===== src/cgsb_pkg.sv =====
/*
  constants for the clock generator stop and break control block:
  register offsets, field positions, reset values, state codes.
  assumes a 32-bit axi4-lite register bus, byte addressed.
*/
package cgsb_pkg;
  // register byte offsets
  localparam logic [7:0] CGSB_PLL_CTRL_OFS = 8'h00;
  localparam logic [7:0] CGSB_RANGE_OFS = 8'h04;
  localparam logic [7:0] CGSB_CONFIG_OFS = 8'h08;
  localparam logic [7:0] CGSB_IRQ_STAT_OFS = 8'h0C;
  localparam logic [7:0] CGSB_IRQ_MASK_OFS = 8'h10;
  localparam logic [7:0] CGSB_STATE_OFS = 8'h14;
  // pll control register fields
  localparam int CGSB_PON_BIT = 0;
  localparam int CGSB_BCS_BIT = 1;
  localparam int CGSB_AUTO_BIT = 2;
  localparam int CGSB_FLAG_BIT = 3;
  localparam int CGSB_LOCK_BIT = 4;
  // irq status / mask fields
  localparam int CGSB_EV_LOCK = 0;
  localparam int CGSB_EV_STOP = 1;
  localparam int CGSB_EV_WAKE = 2;
  localparam int CGSB_EV_N = 3;
  // reset values
  localparam logic CGSB_PON_RST = 1'b1;
  localparam logic [7:0] CGSB_RANGE_RST = 8'h40;
  localparam logic CGSB_OSCRUN_RST = 1'b0;
  // cycles the bus clock mux gets to settle before gating
  localparam int CGSB_SWITCH_CYCLES = 2;
  // axi responses
  localparam logic [1:0] CGSB_RESP_OKAY = 2'b00;
  localparam logic [1:0] CGSB_RESP_SLVERR = 2'b10;
  // stop sequencer states
  typedef enum logic [1:0] {
    CGSB_RUN = 2'b00,
    CGSB_SWITCH = 2'b01,
    CGSB_STOPPED = 2'b10,
    CGSB_RESUME = 2'b11
  } cgsb_state_t;
endpackage


===== src/cgsb_stop_break_ctrl.sv =====
/*
  clock generator stop and break control: decides what the oscillator,
  pll and clock gates do on stop, moves the bus clock back to the
  crystal, guards the pll lock-change flag during break.
  assumes stop, wake and break inputs come from logic on this clock;
  the pll lock level comes from the analog pll and is synchronised.
*/
// Functional notes
// config clear: stop kills oscillator, pll, outputs low
// stop on vco clock clears base select
// after stop bus clock is crystal, select clear
// config set: stop powers down only pll
// break clears allowed only when enable bit set
// flag cleared in break stays cleared afterwards
// enable clear: break accesses leave flag alone
// base select set forces pll power on
// pll off or range zero clears base select
// auto bandwidth off: flag, lock read zero
// source switch settles before outputs forced low
`timescale 1ns/1ps
module cgsb_stop_break_ctrl import cgsb_pkg::*; #(
  parameter int SWITCH_CYCLES = CGSB_SWITCH_CYCLES
) (
  input wire logic clock,
  input wire logic nrst,
  // axi4-lite slave
  input wire logic [7:0] awaddr,
  input wire logic awvalid,
  output logic awready,
  input wire logic [31:0] wdata,
  input wire logic [3:0] wstrb,
  input wire logic wvalid,
  output logic wready,
  output logic [1:0] bresp,
  output logic bvalid,
  input wire logic bready,
  input wire logic [7:0] araddr,
  input wire logic arvalid,
  output logic arready,
  output logic [31:0] rdata,
  output logic [1:0] rresp,
  output logic rvalid,
  input wire logic rready,
  // system integration unit and core
  input wire logic stopRequest,
  input wire logic wakeRequest,
  input wire logic breakState,
  input wire logic breakFlagClearEnable,
  // analog pll lock level
  input wire logic pllLockPin,
  // clock generator controls
  output logic oscEnable,
  output logic pllEnable,
  output logic crystalClockOut,
  output logic busClockOut,
  output logic busClkSelVco,
  output logic clockGenIrq,
  output logic stopActive
);
  // crystalClockOut / busClockOut are gate enables of those clocks
  // settle counter is 8 bits wide, so the count must fit in it
  if (SWITCH_CYCLES < 1 || SWITCH_CYCLES > 255) begin : g_bad_cycles
    $error("SWITCH_CYCLES out of range");
  end
  cgsb_state_t stState, next_stState; // stop sequencer
  logic [7:0] swCnt, vcoRangeSelect; // settle counter, vco range
  logic pllPowerOn, baseClockSelect, autoBw, oscRunInStopCfg; // control bits
  logic pllLockChangeFlag; // sticky, hidden while auto bandwidth is off
  logic [CGSB_EV_N-1:0] irqStat, irqMask; // sticky events and their mask
  logic lockMeta; // first sync stage, read only by lockSync
  logic lockSync, lockPrev, lockChange; // synced level, last level, edge
  logic awHave, wHave; // write halves held
  logic [7:0] awAddrQ;
  logic [31:0] wDataQ, next_rdata;
  logic [3:0] wStrbQ;
  logic doWrite, wrCtrl, clrAllowed, next_rerr;

  // write fires once both halves are held and no response pends
  assign doWrite = awHave && wHave && !bvalid;
  assign wrCtrl = doWrite && awAddrQ == CGSB_PLL_CTRL_OFS && wStrbQ[0];
  // in break, clears pass only with the enable bit high
  assign clrAllowed = !breakState || breakFlagClearEnable;
  assign lockChange = autoBw && lockSync != lockPrev;

  // lock level synchroniser, two stages before any logic
  always_ff @(posedge clock or negedge nrst) begin
    if (!nrst) begin
      lockMeta <= 1'b0;
      lockSync <= 1'b0;
      lockPrev <= 1'b0;
    end else begin
      lockMeta <= pllLockPin;
      lockSync <= lockMeta;
      lockPrev <= lockSync;
    end
  end

  // write address / data capture, either order
  always_ff @(posedge clock or negedge nrst) begin
    if (!nrst) begin
      awHave <= 1'b0;
      wHave <= 1'b0;
      awready <= 1'b1;
      wready <= 1'b1;
      awAddrQ <= 8'h00;
      wDataQ <= 32'h0000_0000;
      wStrbQ <= 4'h0;
    end else begin
      if (awvalid && awready) begin
        awHave <= 1'b1;
        awready <= 1'b0;
        awAddrQ <= awaddr;
      end else if (doWrite) begin
        awHave <= 1'b0;
      end
      if (wvalid && wready) begin
        wHave <= 1'b1;
        wready <= 1'b0;
        wDataQ <= wdata;
        wStrbQ <= wstrb;
      end else if (doWrite) begin
        wHave <= 1'b0;
      end
      // reopen both channels once the response is taken
      if (bvalid && bready) begin
        awready <= 1'b1;
        wready <= 1'b1;
      end
    end
  end

  // write response
  always_ff @(posedge clock or negedge nrst) begin
    if (!nrst) begin
      bvalid <= 1'b0;
      bresp <= CGSB_RESP_OKAY;
    end else if (doWrite) begin
      bvalid <= 1'b1;
      bresp <= (awAddrQ > CGSB_STATE_OFS || awAddrQ[1:0] != 2'b00) ?
        CGSB_RESP_SLVERR : CGSB_RESP_OKAY;
    end else if (bready) begin
      bvalid <= 1'b0;
    end
  end

  // read data mux; flag and lock hidden while auto bandwidth is off
  always_comb begin
    next_rdata = 32'h0000_0000;
    next_rerr = 1'b0;
    case (araddr)
      CGSB_PLL_CTRL_OFS: begin
        next_rdata[CGSB_PON_BIT] = pllPowerOn;
        next_rdata[CGSB_BCS_BIT] = baseClockSelect;
        next_rdata[CGSB_AUTO_BIT] = autoBw;
        next_rdata[CGSB_FLAG_BIT] = pllLockChangeFlag && autoBw;
        next_rdata[CGSB_LOCK_BIT] = lockSync && autoBw;
      end
      CGSB_RANGE_OFS: next_rdata[7:0] = vcoRangeSelect;
      CGSB_CONFIG_OFS: next_rdata[0] = oscRunInStopCfg;
      CGSB_IRQ_STAT_OFS: next_rdata[CGSB_EV_N-1:0] = irqStat;
      CGSB_IRQ_MASK_OFS: next_rdata[CGSB_EV_N-1:0] = irqMask;
      CGSB_STATE_OFS: next_rdata[1:0] = stState;
      default: next_rerr = 1'b1;
    endcase
  end

  // read channel; a read never disturbs any flag
  always_ff @(posedge clock or negedge nrst) begin
    if (!nrst) begin
      arready <= 1'b1;
      rvalid <= 1'b0;
      rdata <= 32'h0000_0000;
      rresp <= CGSB_RESP_OKAY;
    end else if (arvalid && arready) begin
      arready <= 1'b0;
      rvalid <= 1'b1;
      rdata <= next_rdata;
      rresp <= next_rerr ? CGSB_RESP_SLVERR : CGSB_RESP_OKAY;
    end else if (rvalid && rready) begin
      arready <= 1'b1;
      rvalid <= 1'b0;
    end
  end

  // plain configuration registers
  always_ff @(posedge clock or negedge nrst) begin
    if (!nrst) begin
      autoBw <= 1'b0;
      vcoRangeSelect <= CGSB_RANGE_RST;
      oscRunInStopCfg <= CGSB_OSCRUN_RST;
      irqMask <= '0;
    end else if (doWrite && wStrbQ[0]) begin
      case (awAddrQ)
        CGSB_PLL_CTRL_OFS: autoBw <= wDataQ[CGSB_AUTO_BIT];
        CGSB_RANGE_OFS: vcoRangeSelect <= wDataQ[7:0];
        CGSB_CONFIG_OFS: oscRunInStopCfg <= wDataQ[0];
        CGSB_IRQ_MASK_OFS: irqMask <= wDataQ[CGSB_EV_N-1:0];
        default: ;
      endcase
    end
  end

  // pll power: locked on while base select is set
  always_ff @(posedge clock or negedge nrst) begin
    if (!nrst) begin
      pllPowerOn <= CGSB_PON_RST;
    end else if (wrCtrl && !baseClockSelect) begin
      pllPowerOn <= wDataQ[CGSB_PON_BIT];
    end
  end
  // base clock select; hardware clears beat software writes
  always_ff @(posedge clock or negedge nrst) begin
    if (!nrst) begin
      baseClockSelect <= 1'b0;
    end else if (!pllPowerOn || vcoRangeSelect == 8'h00) begin
      baseClockSelect <= 1'b0;
    end else if (stState == CGSB_RUN && stopRequest) begin
      baseClockSelect <= 1'b0;
    end else if (stState != CGSB_RUN) begin
      baseClockSelect <= 1'b0;
    end else if (wrCtrl) begin
      // power data only counts while select is clear: it is locked on after
      baseClockSelect <= wDataQ[CGSB_BCS_BIT] && (wDataQ[CGSB_PON_BIT] || baseClockSelect);
    end
  end

  // lock-change flag: set wins, write clear only when clears are allowed, auto bandwidth off clears it
  always_ff @(posedge clock or negedge nrst) begin
    if (!nrst) begin
      pllLockChangeFlag <= 1'b0;
    end else if (!autoBw) begin
      pllLockChangeFlag <= 1'b0;
    end else if (lockChange) begin
      pllLockChangeFlag <= 1'b1;
    end else if (wrCtrl && wDataQ[CGSB_FLAG_BIT] && clrAllowed) begin
      // a clear made in break is plain state: it simply stays
      pllLockChangeFlag <= 1'b0;
    end
  end

  // sticky interrupt events, write one to clear
  for (genvar i = 0; i < CGSB_EV_N; i++) begin : g_ev
    logic evHit;
    always_comb begin
      case (i)
        CGSB_EV_LOCK: evHit = lockChange;
        CGSB_EV_STOP: evHit = stState == CGSB_RUN && stopRequest;
        default: evHit = stState == CGSB_RESUME;
      endcase
    end
    always_ff @(posedge clock or negedge nrst) begin
      if (!nrst) begin
        irqStat[i] <= 1'b0;
      end else if (evHit) begin
        irqStat[i] <= 1'b1;
      end else if (doWrite && wStrbQ[0] && awAddrQ == CGSB_IRQ_STAT_OFS &&
                   wDataQ[i] && clrAllowed) begin
        irqStat[i] <= 1'b0;
      end
    end
  end

  // stop sequencer next state
  always_comb begin
    next_stState = stState;
    case (stState)
      CGSB_RUN: if (stopRequest) next_stState = CGSB_SWITCH;
      // give the bus clock mux time to hop cleanly
      CGSB_SWITCH: if (swCnt == 8'(SWITCH_CYCLES - 1)) next_stState = CGSB_STOPPED;
      CGSB_STOPPED: if (wakeRequest) next_stState = CGSB_RESUME;
      CGSB_RESUME: next_stState = CGSB_RUN;
      default: next_stState = CGSB_RUN;
    endcase
  end
  // state and settle counter
  always_ff @(posedge clock or negedge nrst) begin
    if (!nrst) begin
      stState <= CGSB_RUN;
      swCnt <= 8'h00;
    end else begin
      stState <= next_stState;
      swCnt <= (stState == CGSB_SWITCH) ? swCnt + 8'h01 : 8'h00;
    end
  end

  // clock controls, registered off the next state
  always_ff @(posedge clock or negedge nrst) begin
    if (!nrst) begin
      oscEnable <= 1'b1;
      pllEnable <= CGSB_PON_RST;
      crystalClockOut <= 1'b1;
      busClockOut <= 1'b1;
      busClkSelVco <= 1'b0;
      stopActive <= 1'b0;
    end else begin
      // oscillator survives stop only with the run-in-stop bit
      oscEnable <= next_stState != CGSB_STOPPED || oscRunInStopCfg;
      crystalClockOut <= next_stState != CGSB_STOPPED || oscRunInStopCfg;
      pllEnable <= pllPowerOn && next_stState != CGSB_STOPPED;
      busClockOut <= next_stState != CGSB_STOPPED;
      busClkSelVco <= baseClockSelect && next_stState == CGSB_RUN &&
                      !(stState == CGSB_RUN && stopRequest);
      stopActive <= next_stState == CGSB_STOPPED;
    end
  end

  // interrupt line, forced low while stopped
  always_ff @(posedge clock or negedge nrst) begin
    if (!nrst) begin
      clockGenIrq <= 1'b0;
    end else begin
      clockGenIrq <= |(irqStat & irqMask) && next_stState != CGSB_STOPPED;
    end
  end
endmodule


===== config.mk =====
export PLATFORM = sky130hd
export DESIGN_NAME = cgsb_stop_break_ctrl
export DESIGN_NICKNAME = d
export VERILOG_FILES = /design/src/cgsb_pkg.sv /design/src/cgsb_stop_break_ctrl.sv
export SDC_FILE = /design/constraint.sdc
export NUM_CORES = 1
export LEC_CHECK = 0
export BUFFER_PORTS_ARGS = -buffer_cell sky130_fd_sc_hd__buf_2
export CELL_PAD_IN_SITES_DETAIL_PLACEMENT = 1
export CELL_PAD_IN_SITES_GLOBAL_PLACEMENT = 1
export CORE_MARGIN = 1.5
export CORE_UTILIZATION = 38
export DETAILED_ROUTE_END_ITERATION = 7
export GPL_ROUTABILITY_DRIVEN = 0
export PLACE_DENSITY_LB_ADDON = 0.12
export RECOVER_POWER = 50
export SETUP_SLACK_MARGIN = 0.5
export SLEW_MARGIN = 20
export SYNTH_ARGS = -nofsm -noshare
export SYNTH_HDL_FRONTEND = slang
export SYNTH_SLANG_ARGS = --single-unit

===== constraint.sdc =====
create_clock -name clock -period 2.5 [get_ports clock]
set_clock_uncertainty 0.1 [all_clocks]
set_input_delay 0.5 -clock clock [delete_from_list [all_inputs] [get_ports clock]]
set_output_delay 0.5 -clock clock [all_outputs]
set_load 0.05 [all_outputs]

* Word level (Yosys, flattened, before mapping)
Index checks and enable logic that the tools add are counted.
** Word-level totals
- Bits in registers :: 74
- Output and inout bits :: 48
- Word-level logic and storage cells :: 154
** Cells by class
- Add/subtract/negate cells :: 1
- Order comparisons :: 1
- Equality and inequality tests :: 17
- Muxes and demuxes :: 38
- Bitwise logic cells :: 1
- Reductions and logical operators :: 62
** Operators by type and width (count)
- equality test 8 x 4 -> 1 bit (second input constant) :: 4
- logical AND 1 bit :: 29
- two-way mux 1 bit :: 26
- equality test 8 x 5 -> 1 bit (second input constant) :: 3
- logical NOT 8 bit :: 3
- nonzero test 2 bit :: 11
- equality test 8 x 3 -> 1 bit (second input constant) :: 2
- two-way mux 2 bit :: 5
- adder 8 x 1 -> 8 bit (second input constant) :: 1
- equality test 8 x 1 -> 1 bit (second input constant) :: 1
- greater-than comparator 8 x 5 -> 1 bit (second input constant) :: 1
- two-way mux 8 bit :: 1
- case mux 2 bit (4 select lines) :: 1
- AND reduction 2 bit :: 4
- equality test 2 bit (second input constant) :: 3
- case mux 1 bit (6 select lines) :: 1
- OR reduction 6 bit :: 1
- logical NOT 1 bit :: 5
- logical OR 1 bit :: 5
- case mux 1 bit (5 select lines) :: 1
- logical NOT 2 bit :: 2
- case mux 1 bit (4 select lines) :: 1
- case mux 2 bit (2 select lines) :: 1
- nonzero test 4 bit :: 1
- other kinds (7) :: 7

* Logic depth before layout (Yosys ltp)
Gate-level depths: netlist of the first run.
- Word-level depth :: 9
- Mapped depth :: 5
- Mapped depth without buffers :: 5

* Worst setup path before layout of the first run
OpenSTA, ideal clock, no wires.
- Kind :: reg2reg
- Start :: reg bvalid
- End :: reg autoBw
- Library setup time :: 0.125 ns
- Data arrival time :: 1.859 ns
- Required time :: 2.275 ns
- Path slack :: 0.416 ns
- Stages on the path, launching flop included :: 5
- Path buffers :: 0
- Path through :: dfrtp_1 > nand3b_1 > or3_1 > nor3_1 > mux2_2
** Between the ends
- Longest elaborated chain between the ends :: 4
** RTL lines
- from (decl) :: line cgsb_stop_break_ctrl.sv:35 : output logic bvalid,
- from (signal assigned) :: line cgsb_stop_break_ctrl.sv:135 : bvalid <= 1'b0;
- from (signal assigned) :: line cgsb_stop_break_ctrl.sv:138 : bvalid <= 1'b1;
- from (signal assigned) :: line cgsb_stop_break_ctrl.sv:142 : bvalid <= 1'b0;
- logical NOT 1 bit :: line cgsb_stop_break_ctrl.sv:79 : assign doWrite = awHave && wHave && !bvalid;
- logical AND 1 bit :: line cgsb_stop_break_ctrl.sv:79
- logical AND 1 bit :: line cgsb_stop_break_ctrl.sv:192 : end else if (doWrite && wStrbQ[0]) begin
- AND reduction 2 bit (no source line)
- to (signal assigned) :: line cgsb_stop_break_ctrl.sv:194 : CGSB_PLL_CTRL_OFS: autoBw <= wDataQ[CGSB_AUTO_BIT];
- to (decl) :: line cgsb_stop_break_ctrl.sv:67 : logic pllPowerOn, baseClockSelect, autoBw, oscRunInStopCfg;
No other way between the ends.
A chain may end at the register's enable or synchronous reset.

* Final worst setup path of the first run
- Start :: reg awAddrQ[7]
- End :: reg autoBw
** Between the ends
- Longest elaborated chain between the ends :: 2
** RTL lines
- from (decl) :: line cgsb_stop_break_ctrl.sv:73 : logic [7:0] awAddrQ;
- from (signal assigned) :: line cgsb_stop_break_ctrl.sv:112 : awAddrQ <= awaddr;
- logical NOT 8 bit :: line cgsb_stop_break_ctrl.sv:193 : case (awAddrQ)
- AND reduction 2 bit (no source line)
No other way between the ends.

==> results.md, run 1 <==
* Status: finished clean
* Main combinational cell family by area after synthesis: simple AND/OR/NAND/NOR gates
* Clock Pin Slew Worst Setup and Hold Paths at 0.07 ns
* Crit path max fanout at 3
* Worst-Skew Late Latency at 0.34 ns
* Overall Global Routing Usage at 16.26%
* Top Metal Used: met4
* Period Utilization, post-route at 76.96%
* R2r setup slk at 0.58 ns
* Worst-Margin Slew at 1.493 ns
* Detailed Routing Iterations Pass 1 at 4
* Post-synthesis compound-gate area fraction at 8.321%
* CTS Sinks at 72
* Vias in the first global route at 2,266
* Drt wl/cell at 14.52 um
* Final setup viols at 0
* Fmax at 0.5197 GHz
* Final #Nets at 422
* Adder-cell share of the synthesized area at 0.7599%
* Ant. Diodes at 0
* Layout fillers at 928
* Global route total overflow at 0
* Setup CP Type: flip-flop to flip-flop
* CP Data Required Time at 2.63 ns
* Post-layout util at 46.43%
* I/O pin total at 112
* Drt drc at 0
* Vias per cell at 5.000
* Post-Syn Instances at 286
* Leakage power at 1.855 nW
* Via count at 2,330
* Mapped Area at 3293 um^2
* Main flop type after synthesis: dfrtp_1
* Initial antenna violation count at 0
* Hold Path Class: input pin to flip-flop
* Post-synth cell types at 46
* FP Rows at 33
* CTS tree: built
* Critical path endpoint category: flip-flop
* Pin count of the biggest net entering global routing at 45
* Detailed placement HPWL at 4863 um
* Register Area at 1813 um^2
* Initial DRC Count at 69
* FF+latch count, synth at 72
* Post-Place Worst Slack at 0.4113 ns
* Metal-1 WL at 3150 um
* Unrepaired setup endpoints after global routing: no
* Setup tns final at 0 ns
* CTS root buf: clkbuf_8
* Ys Warns at 0
* Worst Slack Setup Final at 0.5759 ns
* Global-route wire length before repair at 11,070 um
* Layout cells sized above 1 at 33.80%
* Initial Utilization at 39.68%
* CTS H-tree lvls at 3
* MaxCap Viol Count at 0
* Simple-gate share of the synthesized area at 13.26%
* Hold Fails Final Rpt at 0
* Max-slew violation count at 0
* Die Ht at 96.09 um
* Multi-input gate area at 1338 um^2
* XOR/XNOR Fraction of Synth Area at 1.862%
* EDFF count, synth at 0
* Routed Antenna Nets at 0
* Avg Inst Size Synth at 11.51 um^2
* Area of the die at 9233 um^2
* Relative slew slack at 0.4711%
* Placeable core area at 8299 um^2
* Total Wirelength at 6768 um
* Pwr Density at 893.2 nW/um^2
* Startpoint types: flip-flop
* Max VDD drop at 0.0004005 V
* Crit path time final at 1.924 ns
* DR WL met2 at 3158 um
* Arrival @ worst endpoint at 2.05 ns
* Hold_buf cts at 0
* Port bufs at 58
* CTS Buf Count at 9
* Layout Area Growth over Synthesis at 17.02%
* Die X at 96.09 um
* Maximum clock path buffer count at 2
* FFs w/ async S/R, synth at 100.0%
* Mux share of post-synthesis cell area at 12.46%
* Post-synthesis sequential area ratio at 55.02%
* Metal3 WL at 345 um
-- synthesized netlist by cell type (2+ instances only) --
cell type,instances,area [um^2]
dfstp_2,8,210.2
nand3_1,10,50.05
a221o_1,2,20.02
dfrtp_1,64,1602
nand2b_1,5,31.28
nand4_1,2,12.51
nand2_1,16,60.06
nor2_1,17,63.81
mux2_2,29,326.6
inv_1,12,45.04
xor2_1,5,43.79
buf_4,27,202.7
ha_1,2,25.02
o21ai_0,10,50.05
mux2i_1,5,50.05
nor4_1,6,37.54
clkbuf_1,5,18.77
nor2b_1,6,37.54
or4_1,2,15.01
mux2_1,3,33.78
a22oi_1,3,22.52
a21o_1,2,15.01
nor3_1,6,30.03
xnor2_1,2,17.52
o31ai_1,2,15.01
a31oi_1,2,12.51
o22ai_1,2,12.51
and3_1,4,25.02
a21oi_1,7,35.03
a32o_1,2,20.02
a22o_1,3,26.28
-- kinds of logic after synthesis --
kind of cell / after synthesis
and+or+nand+nor: 82
DFF: 72
buffers and inverters: 45
AOI/OAI and AO/OA: 40
muxes: 37
xor gates and xnor gates: 7
adders and majority gates: 2
other: 1
-- timing repair --
item,in CTS,in global routing
gates resized for setup,4,2
pin swaps,0,2
buffers inserted,0,3
setup endpoints to repair,5,14
-- routing by layer --
layer	vias to the layer above	GRT usage [%]
li1	1100	-
met2	65	24.88
met1	1155	21.57
met5	-	0
met3	10	4.976
met4	0	6.250
-- power by group --
group          internal (mW)  leakage, nW  switching, mW
combinational          0.338        0.861          0.606
sequential              1.43        0.904          0.240
clock                  0.412       0.0894          0.417
-- stage by stage --
step	cell area (um^2)	std cells	power, mW	hold slack [ns]
6_report	3854	466	3.442	0.1591
5_1_grt	3854	466	3.661	0.1392
4_1_cts	3827	463	3.469	0.06287
3_5_place_dp	3630	447	2.612	0.2387
3_3_place_gp	3630	447	2.578	0.2360
2_1_floorplan	3388	311	2.384	0.1044
-- cell usage in the layout, fill, tap and decap left out, drive strengths merged, types with 2 or more instances in the layout --
| cell type | instances |
|---|---|
| a21o | 2 |
| a21oi | 7 |
| a221o | 2 |
| a22o | 3 |
| a22oi | 3 |
| a31oi | 2 |
| a32o | 2 |
| and3 | 4 |
| buf | 64 |
| clkbuf | 16 |
| clkinv | 2 |
| conb | 26 |
| dfrtp | 64 |
| dfstp | 8 |
| ha | 2 |
| inv | 12 |
| mux2 | 32 |
| mux2i | 5 |
| nand2 | 17 |
| nand2b | 5 |
| nand3 | 10 |
| nand4 | 3 |
| nor2 | 17 |
| nor2b | 6 |
| nor3 | 7 |
| nor4 | 6 |
| o21ai | 10 |
| o22ai | 2 |
| o31ai | 2 |
| or4 | 3 |
| xnor2 | 2 |
| xor2 | 5 |
-- final timing paths --
path                            startpoint          to  depth (start not counted)
worst min-delay path            pllLockPin    lockMeta                          1
max in group asynchronous             nrst  awAddrQ[3]                          2
worst max register to register  awAddrQ[7]      autoBw                          4
worst min register to register    lockMeta    lockSync                          0
worst max-delay path            awAddrQ[7]      autoBw                          4
min in group asynchronous             nrst    lockMeta                          2
-- final cells by class --
class,count,share of cell area (%)
timing repair buffer,67,9.091
clock buffer,13,4.123
tap,105,3.409
inverter,12,1.169
multi-input combinational,194,34.71
sequential,72,47.05
clock inverter,3,0.4545
-- sequential cells by signal (all words and copies together), names as in the netlist, 2 cells and up --
signal and cells:
awAddrQ 8, irqMask 3, irqStat 3, rdata 8, stState 2, swCnt 8, vcoRangeSelect 8, wDataQ 8
-- worst max-delay path, stage by stage (launching register included) --
cell	delay (ns)
dfrtp_1	0.39
or2_2	0.31
or4_4	0.46
nor3_2	0.19
mux2_2	0.35
(Power assumes the default switching activity.)
==> run 2: changes to the inputs <==
Settings changed: CORE_UTILIZATION 38 to 35.
Clock period 2.5 ns to 1.7 ns, I/O delays scaled along.
==> run 2 against run 1 <==
The flow now finishes with violations (negative setup slack). Final cell count up 11%. Routed wire length up 22%. Clock power up 86%. Count of clock-buffer cells in the layout down 3.
==> results.md, run 2 (synthesis gave the netlist of run 1 again) <==
* Leakage power at 2.306 nW (+24%)
* Crit-path slowest cell: or4_4
* Die Ht at 100 um (+4.1%)
* Routed Antenna Nets at 0 (unchanged)
* CTS H-tree lvls at 3 (unchanged)
* Critical Path Max Stage Delay at 0.55 ns (+0.09 ns)
* CP cell instances: or4_4 -> nor3_4 -> nand4_4 -> mux2_4
* WHS Path Cells at 2 (+1)
* Die X at 100 um (+4.1%)
* Initial Utilization at 35.81% (-3.9 points)
* WP depth at 4 (unchanged)
* Violations in the final reports: negative setup slack
* Hold Path Class: input pin to flip-flop
* Vias per cell at 4.882 (-2.4%)
* Detailed Routing Iterations Pass 1 at 4 (unchanged)
* Detailed placement HPWL at 5134 um (+5.6%)
* CTS root buf: clkbuf_8
* Worst Slack Setup Final at -0.2282 ns (-0.8042 ns)
* Layout cells sized above 1 at 53.19% (+19 points)
* Initial antenna violation count at 0 (unchanged)
* Period Utilization, post-route at 113.4% (+36 points)
* Pin count of the biggest net entering global routing at 73 (+62%)
* Via count at 2,534 (+8.8%)
* Setup CP Type: flip-flop to flip-flop
* Dpl cells at 462 (+3.4%)
* Most frequent cells in the layout: dfrtp_1 (60), buf_2 (35), buf_4 (34)
* Ant. Diodes at 0 (unchanged)
* Maximum clock path buffer count at 2 (unchanged)
* Most common cell after layout, fill and taps aside: dfrtp_1
* Global-route wire length before repair at 12,940 um (+17%)
* CTS Buf Count at 9 (unchanged)
* Pwr Density at 1288 nW/um^2 (+44%)
* Status: finished with violations
* Area of the die at 10,000 um^2 (+8.3%)
* Dpl cell area at 3822 um^2 (+5.3%)
* Vias in the first global route at 2,598 (+15%)
* Worst-Margin Slew at 0.9939 ns (-0.4990 ns)
* Crit path time final at 1.928 ns (+0.004169 ns)
* Layout Area Growth over Synthesis at 48.33%
* Unrepaired setup endpoints after global routing: yes
* Global route total overflow at 0 (unchanged)
* Final #Nets at 469 (+11%)
* Startpoint types: flip-flop
* Drt drc at 0 (unchanged)
* Port bufs at 58 (unchanged)
* CP Data Required Time at 1.83 ns (-0.80 ns)
* Max VDD drop at 0.0006046 V (+51%)
* Hold Fails Final Rpt at 0 (unchanged)
* Post-route cell area at 4885 um^2 (+27%)
* Overall Global Routing Usage at 16.81% (+0.55 points)
* Critical path endpoint category: flip-flop
* Relative slew slack at 33.74% (+33 points)
* Total Wirelength at 8241 um (+22%)
* CTS tree: built
* Final setup viols at 17 (+17)
* Clock Pin Slew Worst Setup and Hold Paths at 0.08 ns (about the same)
* FF-to-FF path depth at 4 (unchanged)
* CTS Sinks at 72 (unchanged)
* FP Rows at 35 (+6.1%)
* Max-slew violation count at 0 (unchanged)
* Fmax at 0.5186 GHz (-0.22%)
* Worst-Skew Late Latency at 0.35 ns (about the same)
* Kind of cell adding the most delay to the critical path: simple AND/OR/NAND/NOR gates
* Crit path buf inv count at 0 (unchanged)
* Post-Place Worst Slack at -0.2691 ns (-0.6804 ns)
* Drt wl/cell at 15.88 um (+9.3%)
* Initial DRC Count at 77 (+12%)
* Placeable core area at 9196 um^2 (+11%)
* Crit path max fanout at 3 (unchanged)
* Arrival @ worst endpoint at 2.06 ns (about the same)
* Final cell count without fillers at 519 (+11%)
* I/O pin total at 112 (unchanged)
* MaxCap Viol Count at 0 (unchanged)
==> run 2: cell types whose count changed in the layout (fill, tap and decap cells not counted), sizes merged <==
cell	before	now
inv	12	14
buf	64	110
clkinvlp	1	2
clkinv	2	0
dlygate4sd3	0	2
clkbuf	16	11
bufinv	0	2
nand2	17	18
==> run 2: cell type report <==
type	instances	area (um^2)
clock buffer	10	127.6
multi-input combinational	195	1702
fill	1004	4312
timing repair buffer	113	958.4
tap	111	138.9
sequential	72	1821
clock inverter	6	92.59
inverter	12	45.04
==> run 2: where the power goes <==
part / internal [mW] / switching [mW] / leakage (nW)
registers: 2.11 / 0.361 / 0.900
clock network: 0.838 / 0.702 / 0.104
logic: 1.09 / 1.18 / 1.30
==> run 2: worst register-to-register path, stage by stage (launching register included) <==
cell and delay [ns]:
dfrtp_1 0.40, or4_4 0.55, nor3_4 0.26, nand4_4 0.19
mux2_4 0.33
==> run 2: final timing paths <==
path                                    to  slack [ns]  startpoint
worst max-delay path            irqMask[0]       -0.23  awAddrQ[6]
worst min-delay path                rvalid        0.08      rready
worst max register to register  irqMask[0]       -0.23  awAddrQ[6]
worst min register to register    lockSync        0.28    lockMeta
max in group asynchronous           bvalid        0.08        nrst
min in group asynchronous         swCnt[4]        0.67        nrst
==> run 2: through the flow <==
stage / total power [mW] / TNS [ns] / util (%) / hold WS, ns
2_1_floorplan: 3.627 / -1.758 / - / -0.05559
3_3_place_gp: 4.054 / -2.862 / 41.56 / 0.2362
3_5_place_dp: 4.105 / -3.277 / 41.56 / 0.2569
4_1_cts: 6.134 / -2.468 / 50.45 / 0.06374
5_1_grt: 6.628 / -3.953 / 53.12 / 0.07619
6_report: 6.289 / -2.416 / 53.12 / 0.07877
==> run 2: per-layer routing <==
metal  vias to the layer above  global-route usage, %  share of wire (%)
met3                         4                  3.760                3.3
met2                        59                  27.58                 52
li1                       1197                      -                  -
met1                      1274                  22.18                 44
met5                         -                      0                  0
met4                         0                  5.417               0.78
==> run 2: repair_timing <==
item | CTS | global route
endpoints found under the hold margin | 65 | 0
gates resized for setup | 106 | 28
setup buffers | 20 | 18
pin swaps | 30 | 18
setup endpoints to repair | 61 | 85
hold buffers | 2 | 0
cloned | 0 | 1
